**src/verilog/epdma_map.svh**
```systemverilog
// Register offsets, field positions and reset values of the eight-channel DMA
`ifndef EPDMA_MAP_SVH
`define EPDMA_MAP_SVH
`define EPDMA_NCH        8
`define EPDMA_OFF_CON    3'h0
`define EPDMA_OFF_REQ    3'h1
`define EPDMA_OFF_PRI    3'h2
`define EPDMA_OFF_SEC    3'h3
`define EPDMA_OFF_PAD    3'h4
`define EPDMA_OFF_LEN    3'h5
`define EPDMA_OFF_COLL   7'h40
`define EPDMA_OFF_STAT   7'h41
`define EPDMA_CON_ON     15
`define EPDMA_CON_BYTE   14
`define EPDMA_CON_DIR    13
`define EPDMA_CON_HALF   12
`define EPDMA_CON_NULL   11
`define EPDMA_CON_AM_HI  5
`define EPDMA_CON_AM_LO  4
`define EPDMA_CON_MD_HI  1
`define EPDMA_CON_MD_LO  0
`define EPDMA_CON_MASK   16'hf833
`define EPDMA_REQ_FORCE  15
`define EPDMA_REQ_NUM_HI 6
`define EPDMA_AM_POSTINC 2'h0
`define EPDMA_AM_PERIND  2'h2
`define EPDMA_MD_ONESHOT 2'h1
`define EPDMA_MD_OS_PP   2'h3
`define EPDMA_LAST_RST   4'hf
`define EPDMA_LEN_W      10
`endif

```
**src/verilog/epdma_pkg.sv**
```systemverilog
// Types of the eight-channel DMA controller
package epdma_pkg;
   typedef enum logic [1:0] {ST_IDLE, ST_RD, ST_WT, ST_WR} epdma_st_e;
   typedef logic [15:0] epdma_word_t;
   typedef struct packed {
      epdma_st_e              st;
      logic [2:0]             ch;
      logic [7:0][15:0]       con;
      logic [7:0][15:0]       req;
      logic [7:0][15:0]       pri;
      logic [7:0][15:0]       sec;
      logic [7:0][15:0]       pad;
      logic [7:0][15:0]       cur;
      logic [7:0][9:0]        blen;
      logic [7:0][9:0]        done;
      logic [7:0]             pend;
      logic [7:0]             sel;
      logic [3:0]             last;
      epdma_word_t            rdata;
      epdma_word_t            p_addr;
      epdma_word_t            p_wdata;
      epdma_word_t            m_addr;
      epdma_word_t            m_wdata;
      logic                   p_rd;
      logic                   p_wr;
      logic                   m_rd;
      logic                   m_wr;
      logic [1:0]             m_be;
      logic [7:0]             irq;
   } epdma_state_s;
endpackage

```
**src/verilog/epdma_top.sv**
```systemverilog
// Eight-channel peripheral DMA controller with its own transfer bus
//
// Chosen here: the register offsets and strobed register access.
`timescale 1ns/1ns
`include "epdma_map.svh"
module epdma_top
(
   // Clock and reset
   input  wire logic                 clk_i,
   input  wire logic                 rstn_i,
   // Register port
   input  wire logic [6:0]           addr_i,
   input  wire epdma_pkg::epdma_word_t wdata_i,
   input  wire logic                 wr_i,
   input  wire logic                 rd_i,
   output logic [15:0]               rdata_o,
   // Peripheral requests
   input  wire logic [127:0]         irq_i,
   input  wire logic [15:0]          periph_index_i,
   // Peripheral side of the transfer bus
   output logic [15:0]               p_addr_o,
   output logic                      p_rd_o,
   output logic                      p_wr_o,
   output logic [15:0]               p_wdata_o,
   input  wire logic [15:0]          p_rdata_i,
   // DMA RAM port
   output logic [15:0]               m_addr_o,
   output logic                      m_rd_o,
   output logic                      m_wr_o,
   output logic [1:0]                m_be_o,
   output logic [15:0]               m_wdata_o,
   input  wire logic [15:0]          m_rdata_i,
   // Per-channel block interrupt requests
   output logic [7:0]                block_irq_o
);
   import epdma_pkg::*;

   epdma_state_s s;
   epdma_state_s next_s;
   logic [7:0]   reqv;
   logic [2:0]   win;
   logic         blk_end;

   // Lowest-numbered requester wins
   function automatic logic [2:0] lowest(input logic [7:0] v);
      logic [2:0] r;
      r = 3'h0;
      for (int i = 7; i >= 0; i--)
      begin
         if (v[i])
         begin
            r = 3'(i);
         end
      end
      return r;
   endfunction

   // A channel asks for service when on and pending or forced
   for (genvar g = 0; g < `EPDMA_NCH; g++)
   begin : g_req
      assign reqv[g] = s.con[g][`EPDMA_CON_ON] &
                       (s.pend[g] | s.req[g][`EPDMA_REQ_FORCE]);
   end

   assign win     = lowest(reqv);
   assign blk_end = (s.done[s.ch] == s.blen[s.ch]);

   // Next-state logic for the whole controller
   always_comb
   begin
      logic [2:0]  k;
      logic [2:0]  c;
      logic [15:0] start;
      logic [15:0] data;
      logic [10:0] hp;
      logic [1:0]  md;
      logic [1:0]  am;
      logic        byt;
      logic        ns;
      k      = addr_i[5:3];
      c      = s.ch;
      start  = s.sel[c] ? s.sec[c] : s.pri[c];
      data   = 16'h0;
      hp     = (11'({1'b0, s.blen[c]}) + 11'h001) >> 1;
      md     = s.con[c][`EPDMA_CON_MD_HI:`EPDMA_CON_MD_LO];
      am     = s.con[c][`EPDMA_CON_AM_HI:`EPDMA_CON_AM_LO];
      byt    = s.con[c][`EPDMA_CON_BYTE];
      ns     = s.sel[c];
      next_s = s;
      // Strobes and read data last one cycle only
      next_s.rdata = 16'h0;
      next_s.p_rd  = 1'b0;
      next_s.p_wr  = 1'b0;
      next_s.m_rd  = 1'b0;
      next_s.m_wr  = 1'b0;
      next_s.irq   = 8'h0;

      // Transfer sequencer: one transfer at a time on the private bus
      case (s.st)
         ST_IDLE:
         begin
            if (|reqv)
            begin
               next_s.ch       = win;
               next_s.pend[win] = 1'b0;
               next_s.st       = ST_RD;
               start = s.sel[win] ? s.sec[win] : s.pri[win];
               if (s.con[win][`EPDMA_CON_AM_HI:`EPDMA_CON_AM_LO] == `EPDMA_AM_PERIND)
               begin
                  next_s.m_addr = start + periph_index_i;
               end
               else
               begin
                  next_s.m_addr = s.cur[win];
               end
               next_s.p_addr = s.pad[win];
               if (s.con[win][`EPDMA_CON_DIR])
               begin
                  next_s.m_rd = 1'b1;
               end
               else
               begin
                  next_s.p_rd = 1'b1;
               end
            end
         end
         ST_RD:
         begin
            next_s.st = ST_WT;
         end
         ST_WT:
         begin
            // Read data is on the bus now; launch the write
            if (s.con[c][`EPDMA_CON_DIR])
            begin
               data = m_rdata_i;
               if (byt)
               begin
                  data = {8'h00, s.m_addr[0] ? m_rdata_i[15:8] : m_rdata_i[7:0]};
               end
               next_s.p_wr    = 1'b1;
               next_s.p_wdata = data;
            end
            else
            begin
               next_s.m_wr    = 1'b1;
               next_s.m_wdata = byt ? {2{p_rdata_i[7:0]}} : p_rdata_i;
               next_s.m_be    = byt ? (s.m_addr[0] ? 2'b10 : 2'b01) : 2'b11;
               if (s.con[c][`EPDMA_CON_NULL])
               begin
                  next_s.p_wr    = 1'b1;
                  next_s.p_wdata = 16'h0;
               end
            end
            next_s.last = {1'b0, c};
            next_s.req[c][`EPDMA_REQ_FORCE] = 1'b0;
            if (am == `EPDMA_AM_POSTINC)
            begin
               next_s.cur[c] = s.cur[c] + (byt ? 16'h0001 : 16'h0002);
            end
            next_s.done[c] = s.done[c] + 10'h001;
            if (s.con[c][`EPDMA_CON_HALF] && hp != 11'h0 &&
                11'({1'b0, s.done[c]}) + 11'h001 == hp)
            begin
               next_s.irq[c] = 1'b1;
            end
            if (blk_end)
            begin
               // Block done: reload, maybe swap buffer, maybe stop
               next_s.done[c] = 10'h0;
               if (!s.con[c][`EPDMA_CON_HALF] || hp == 11'h0)
               begin
                  next_s.irq[c] = 1'b1;
               end
               if (md[1])
               begin
                  ns = ~s.sel[c];
               end
               next_s.sel[c] = ns;
               next_s.cur[c] = ns ? s.sec[c] : s.pri[c];
               if (md == `EPDMA_MD_ONESHOT || (md == `EPDMA_MD_OS_PP && s.sel[c]))
               begin
                  next_s.con[c][`EPDMA_CON_ON] = 1'b0;
               end
            end
            next_s.st = ST_WR;
         end
         ST_WR:
         begin
            next_s.st = ST_IDLE;
         end
         default:
         begin
            next_s.st = ST_IDLE;
         end
      endcase

      // Register writes come after hardware updates so software wins,
      // except the force bit, which software may only set
      if (wr_i && !addr_i[6])
      begin
         case (addr_i[2:0])
            `EPDMA_OFF_CON:
            begin
               next_s.con[k] = wdata_i & `EPDMA_CON_MASK;
               if (wdata_i[`EPDMA_CON_ON] && !s.con[k][`EPDMA_CON_ON])
               begin
                  next_s.cur[k]  = s.pri[k];
                  next_s.done[k] = 10'h0;
                  next_s.sel[k]  = 1'b0;
                  next_s.pend[k] = 1'b0;
               end
            end
            `EPDMA_OFF_REQ:
            begin
               next_s.req[k] = {next_s.req[k][`EPDMA_REQ_FORCE] | wdata_i[15],
                                8'h00, wdata_i[6:0]};
            end
            `EPDMA_OFF_PRI: next_s.pri[k] = wdata_i;
            `EPDMA_OFF_SEC: next_s.sec[k] = wdata_i;
            `EPDMA_OFF_PAD: next_s.pad[k] = wdata_i;
            `EPDMA_OFF_LEN: next_s.blen[k] = wdata_i[`EPDMA_LEN_W-1:0];
            default: ;
         endcase
      end

      // Register reads, answered in the next cycle; holes read zero
      if (rd_i)
      begin
         if (addr_i == `EPDMA_OFF_STAT)
         begin
            next_s.rdata = {4'h0, s.last, s.sel};
         end
         else if (!addr_i[6])
         begin
            case (addr_i[2:0])
               `EPDMA_OFF_CON: next_s.rdata = s.con[k];
               `EPDMA_OFF_REQ: next_s.rdata = s.req[k];
               `EPDMA_OFF_PRI: next_s.rdata = s.pri[k];
               `EPDMA_OFF_SEC: next_s.rdata = s.sec[k];
               `EPDMA_OFF_PAD: next_s.rdata = s.pad[k];
               `EPDMA_OFF_LEN: next_s.rdata = {6'h00, s.blen[k]};
               default:        next_s.rdata = 16'h0;
            endcase
         end
      end

      // Selected request sets pending; a set beats the grant clear
      for (int i = 0; i < `EPDMA_NCH; i++)
      begin
         if (next_s.con[i][`EPDMA_CON_ON] && irq_i[s.req[i][`EPDMA_REQ_NUM_HI:0]])
         begin
            next_s.pend[i] = 1'b1;
         end
      end
   end

   // Single state register, synchronous active-low reset
   always_ff @(posedge clk_i)
   begin
      if (!rstn_i)
      begin
         s      <= '0;
         s.st   <= ST_IDLE;
         s.last <= `EPDMA_LAST_RST;
      end
      else
      begin
         s <= next_s;
      end
   end

   // Every output comes straight from the state register
   assign rdata_o     = s.rdata;
   assign p_addr_o    = s.p_addr;
   assign p_rd_o      = s.p_rd;
   assign p_wr_o      = s.p_wr;
   assign p_wdata_o   = s.p_wdata;
   assign m_addr_o    = s.m_addr;
   assign m_rd_o      = s.m_rd;
   assign m_wr_o      = s.m_wr;
   assign m_be_o      = s.m_be;
   assign m_wdata_o   = s.m_wdata;
   assign block_irq_o = s.irq;
endmodule
```
**config.mk**
```make
export PLATFORM = sky130hd
export DESIGN_NAME = epdma_top
export DESIGN_NICKNAME = d
export VERILOG_FILES = /design/src/verilog/epdma_pkg.sv /design/src/verilog/epdma_top.sv
export VERILOG_INCLUDE_DIRS = /design/src /design/src/verilog
export SDC_FILE = /design/constraint.sdc
export NUM_CORES = 2
export LEC_CHECK = 0
export ABC_AREA = 1
export BUFFER_PORTS_ARGS = -buffer_cell sky130_fd_sc_hd__buf_4
export CAP_MARGIN = 25
export CORE_UTILIZATION = 28
export CTS_CLUSTER_DIAMETER = 50
export DETAILED_ROUTE_END_ITERATION = 16
export PLACE_DENSITY = 0.41
export SLEW_MARGIN = 10
export SYNTH_ARGS = -nofsm -noshare
export SYNTH_HDL_FRONTEND = slang
export SYNTH_SLANG_ARGS = --single-unit
```
**constraint.sdc**
```tcl
create_clock -name clk_i -period 4.5 [get_ports clk_i]
set_clock_uncertainty 0.15 [all_clocks]
set_input_delay 0.225 -clock clk_i [delete_from_list [all_inputs] [get_ports clk_i]]
set_output_delay 0.225 -clock clk_i [all_outputs]
set_load 0.05 [all_outputs]
```
* Word-level counts from Yosys, hierarchy flattened
Index checks and enable logic that the tools add are counted.
** Storage, ports and cells
- Register bits after elaboration :: 1047
- Input bits :: 203
** Cells by class
- Add/subtract/negate cells :: 5
- Order comparisons :: 14
- Equality and inequality tests :: 15
- Muxes and demuxes :: 151
- Bitwise operators :: 34
- Reduce and logical (&&, ||, !) cells :: 39
** Operators with widths (number)
- $mux W128 :: 13
- $bwmux W128 :: 8
- $mux W944 :: 1
- $bmux W16 S3 :: 15
- $mux W16 :: 23
- $and A128 B128 Y128 :: 2
- $mux W256 :: 1
- $mux W80 :: 3
- $mux W96 :: 2
- $and A80 B80 Y80 :: 2
- $bwmux W80 :: 2
- $not A80 Y80 :: 2
- $demux W16 S3 :: 3
- $not A128 Y128 :: 1
- $pmux W16 S6 :: 1
- $bmux W10 S3 :: 3
- $lt A7 B8 Y1 const B :: 8
- $mux W8 :: 8
- $demux W10 S3 :: 2
- $bmux W1 S7 :: 8
- $mux W10 :: 5
- $mux W12 :: 3
- $mux W1 :: 28
- $mux W3 :: 9
- other kinds (41) :: 105

* Depth between registers and ports, before layout
- Word-level depth :: 24
- Depth in mapped cells :: 32

* Worst setup path after synthesis
Ideal clock, no wire load.
- Path kind :: register to register
- Start point :: register s[111] (netlist bit)
- End point :: register s (netlist bit m_addr_o[12])
- Data arrival time :: 4.101 ns
- Data required time :: 4.218 ns
- Slack :: 0.117 ns
- Stages on the path, launching flop included :: 29
- Clock period less this slack :: 4.383 ns
- Cell sequence :: dfxtp_1 o21ai_0 nand2_1 nand2_1 nand2_1 nand2_1 nand2_1 nand2_1 buf_2 buf_2 buf_2 clkbuf_1 o21ai_0 o2111ai_1 o21ai_0 ha_1 fa_1 nand3_1 nand2_1 a21boi_0 o21ai_0 nand2_1 nand2_1 a21o_1 nand3_1 nand2_1 xor2_1 o21ai_0 a21oi_1
** Between the ends
- Word-level cells in the longest chain between the ends :: 13
- Elaborated cells between the ends (all ways) :: 24
- Classes of those cells :: add/sub (1); eq/ne (1); mux (18); bitwise (2); reduce/logical (2)
** RTL lines
- start: declaration :: RTL line epdma_top.sv:38 : epdma_state_s s;
- start signal: assignment :: RTL line epdma_top.sv:269 : s <= next_s;
- $or A1 B1 Y1 * :: RTL line epdma_top.sv:62 : (s.pend[g] | s.req[g][`EPDMA_REQ_FORCE]);
- $and A1 B1 Y1 * :: RTL line epdma_top.sv:61 : assign reqv[g] = s.con[g][`EPDMA_CON_ON] &
- $mux W3 (6 in a row) :: RTL line epdma_top.sv:50 : if (v[i])
- $bmux W16 S3 / $bmux W1 S3 (equally long branches) :: RTL line epdma_top.sv:107 : start = s.sel[win] ? s.sec[win] : s.pri[win];
- $mux W16 (not written as such) / $mux W1 (equally long branches) :: RTL line epdma_top.sv:107
- $mux W16 :: RTL line epdma_top.sv:107
- $add A16 B16 Y16 :: RTL line epdma_top.sv:110 : next_s.m_addr = start + periph_index_i;
- $mux W16 :: RTL line epdma_top.sv:108 : if (s.con[win][`EPDMA_CON_AM_HI:`EPDMA_CON_AM_LO] == `EPDMA_AM_PERIND)
Mark *: on every way between the ends. The rest lies on a longest branch, timed or not. The select of a mux whose other input is x is not followed.
A chain may end at the register's enable or synchronous reset.

* Worst setup path after layout
- Start point :: register s[111] (netlist bit)
- End point :: register s (netlist bit m_addr_o[15])
Same word-level chain as after synthesis.

==> reports/summary.txt <==
RD Place Congestion -> 0.9893
Avg Synthesized Cell Area -> 6.306 µm²
vias in the first global route -> 69043
Worst Hold Depth -> 4
largest family of logic cells by synthesized area -> compound AO/OA/AOI/OAI gates
Netlist cell types -> 69
fin nets -> 9989
CTS clk-pin slew, worst paths -> 0.06 ns
HP Class -> primary input to flip-flop
Area contributors post-synth -> dfxtp_1 31%, a21oi_1 13%, o21ai_0 13%
Remaining DRCs -> 0
Clock Power Share -> 56.1%
Comb power frac -> 8.2%
ratio of cells with drive above 1 in the final layout -> 13.14%
Starting Density -> 28.30%
global-route wire length before repair -> 547.9 mm
Net Count, Synth -> 9788
Die H -> 466.0 µm
Post-synth EDFFs -> 0
antenna violations before repair -> 31
CP max stage cell -> dfxtp_1
Area Overhead vs Synth -> 22.00%
switching part of the total -> 27.32%
FILL cells -> 23027
min cycle time layout -> 4.319 ns
worst hold slack -> 0.05875 ns
fin. max-slew vios -> 0
pre-CTS setup slack -> -0.5147 ns
Via Count -> 75340
root buffer cell -> clkbuf_16
Yosys top cell by area -> dfxtp_1
CP max FO -> 20
Synth Area in Simple Gates -> 20.18%
power after layout -> 23.16 mW
Critical Path Max Stage Delay -> 0.32 ns
Die Width -> 466.0 µm
endpoint type of the worst setup path -> flip-flop
Routed WL -> 396.4 mm
DIE AREA -> 217100 µm²
Ys Warns -> 0
Worst EP arrival -> 4.95 ns
CTS Sinks -> 927
setup slack after layout -> 0.1807 ns
LEAKAGE -> 27.80 nW
Top-Level Pins -> 297
mux contribution to synthesized area -> 0.1495%
run status -> complete, no violations
# setup viols final -> 0
number of port buffers -> 296
slew margin rel. -> 20.08%
FMAX -> 0.2315 GHz
DP HPWL -> 273.4 mm
maximum vdd drop -> 0.0003645 V
crit share post-route -> 95.98%
Synth Register Bits -> 927
worst path required time -> 5.13 ns
Worst setup SP type -> flip-flop
pin count of the biggest net entering global routing -> 211
sequential fraction of the synthesis area -> 30.79%
Post-Synth XOR/XNOR Area -> 0.4318%
ys async rst share -> 0%
Synth top area share -> 30.79%
Post-synth top cells -> 1555 x a21oi_1, 1524 x o21ai_0, 1443 x nand2_1
Critical Setup Path Class -> flip-flop to flip-flop
CTS tree -> yes
Tot GR Track Use -> 35.12%
internal power -> 16.83 mW
worst skew pair latency -> 0.85 ns
Num CTS Buffers -> 155
post-detailed-route via-to-cell ratio -> 5.923
Sequential Power Share -> 35.8%
fin area -> 73530 µm²
worst slew pin tran -> 1.197 ns
num rows -> 169
Core Region -> 212900 µm²
Synth Area in Adders -> 0.5854%
placed instance area -> 66870 µm²
unrepaired setup endpoints after global routing -> true
DR WL/cell -> 31.17 µm
DRT Pass-1 Iters -> 7
grt ovf -> 0
Fin. Hold Viols -> 0
Max Cap Viol -> 0
Syn Inst Count -> 9558
clock buffer depth -> 3
synthesized area -> 60270 µm²
sw power -> 6.329 mW
Synth Flop Type -> dfxtp_1
H-tree Lvls -> 4
ANT nets after route -> 0
Compound-Gate Fraction of Synth Area -> 35.41%
Reg2Reg Depth -> 31
PwrDens -> 315.0 nW/µm²
Iter 0 DRT Violations -> 10686
most frequent cell after synthesis -> a21oi_1
[power groups by stage]
stage,sequential [mW],clock (mW),combinational (mW)
final,8.28,13.0,1.89
after global routing,8.28,13.5,1.95
after CTS,8.28,13.2,1.83
after detailed placement,8.45,0,1.76
after global placement,8.45,0,1.75
after floorplan,8.44,0,0.824
[flip-flops by register name, indices dropped and copies added (netlist names)]
| register | flops |
|---|---|
| block_irq_o | 8 |
| m_addr_o | 16 |
| m_be_o | 2 |
| m_rd_o | 1 |
| m_wdata_o | 16 |
| m_wr_o | 1 |
| p_addr_o | 16 |
| p_rd_o | 1 |
| p_wdata_o | 16 |
| p_wr_o | 1 |
| rdata_o | 16 |
| s | 833 |
[cell usage in the layout (no fill, tap or decap), types with 46 or more instances in the layout]
cell	netlist	final
o2111ai_1	49	49
dlygate4sd3_1	0	85
o211ai_1	102	102
dfxtp_1	927	917
a21oi_1	1555	1550
inv_2	26	46
nor2_1	583	551
clkbuf_16	0	156
o22ai_1	218	218
a22oi_1	96	96
o21ai_0	1524	1506
nand3_1	690	690
a221oi_1	109	109
nand4_1	56	56
buf_4	100	784
nand2_1	1443	1433
inv_1	898	879
[worst max-delay path: cells and delay by family (launching register included)]
kind | cells | cell delay (ns)
adders and majority gates | 1 | 0.24
and+or+nand+nor | 11 | 0.97
buffers and inverters | 9 | 1.26
AOI/OAI and AO/OA | 10 | 1.33
DFF | 1 | 0.32
[area by class of cell]
type / count / area [µm²] / area share (%)
multi-input cells: 6804 / 34480 / 46.89
clock inverters: 82 / 1315 / 1.788
well taps: 2821 / 3530 / 4.800
flip-flops and latches: 927 / 18570 / 25.26
inverters: 947 / 3567 / 4.852
repair buffers: 924 / 7766 / 10.56
diodes: 15 / 37.54 / 0.05105
clock buffers: 199 / 4264 / 5.799
[stage by stage]
stage | setup TNS (ns) | cells | util, %
3_5_place_dp | -3.354 | 12334 | 31.41
5_1_grt | -0.1493 | 12712 | 34.52
2_1_floorplan | 0 | 9558 | -
4_1_cts | 0 | 12700 | 34.45
3_3_place_gp | -3.651 | 12326 | 31.35
6_report | 0 | 12719 | 34.53
[per-layer routing]
layer / global-route usage, % / part of all wire [%] / vias to the layer above / wire (µm)
li1: - / - / 33375 / -
met1: 46.41 / 41 / 36069 / 163900
met2: 52.77 / 42 / 4814 / 168200
met3: 7.808 / 10 / 1060 / 40410
met4: 19.14 / 6.0 / 22 / 23750
met5: 0 / 0.038 / - / 152
[path summary, 6_finish.rpt]
path,start,end,slack (ns)
setup / recovery,s[111],m_addr_o[15],0.18
hold / removal,m_rdata_i[15],p_wdata_o[15],0.06
hold reg to reg,s[163],s[163],0.31
setup reg to reg,s[111],m_addr_o[15],0.18
[cells by family after synthesis]
logic type / after synthesis
AO/OA/AOI/OAI: 3873
AND/OR/NAND/NOR: 2868
buffers and inverters: 1827
flip-flops: 927
XOR/XNOR: 28
adder cells (fa/ha/maj): 27
multiplexers: 8
[timing repair]
item / CTS / global route
setup buffers: 0 / 1
endpoints found under the setup margin: 10 / 8
endpoints found under the hold margin: 510 / 0
hold buffers: 85 / 0
resized for setup: 19 / 28
gates cloned: 0 / 1
pin swaps: 1 / 6
No activity file was read; power rests on OpenSTA's default activity.
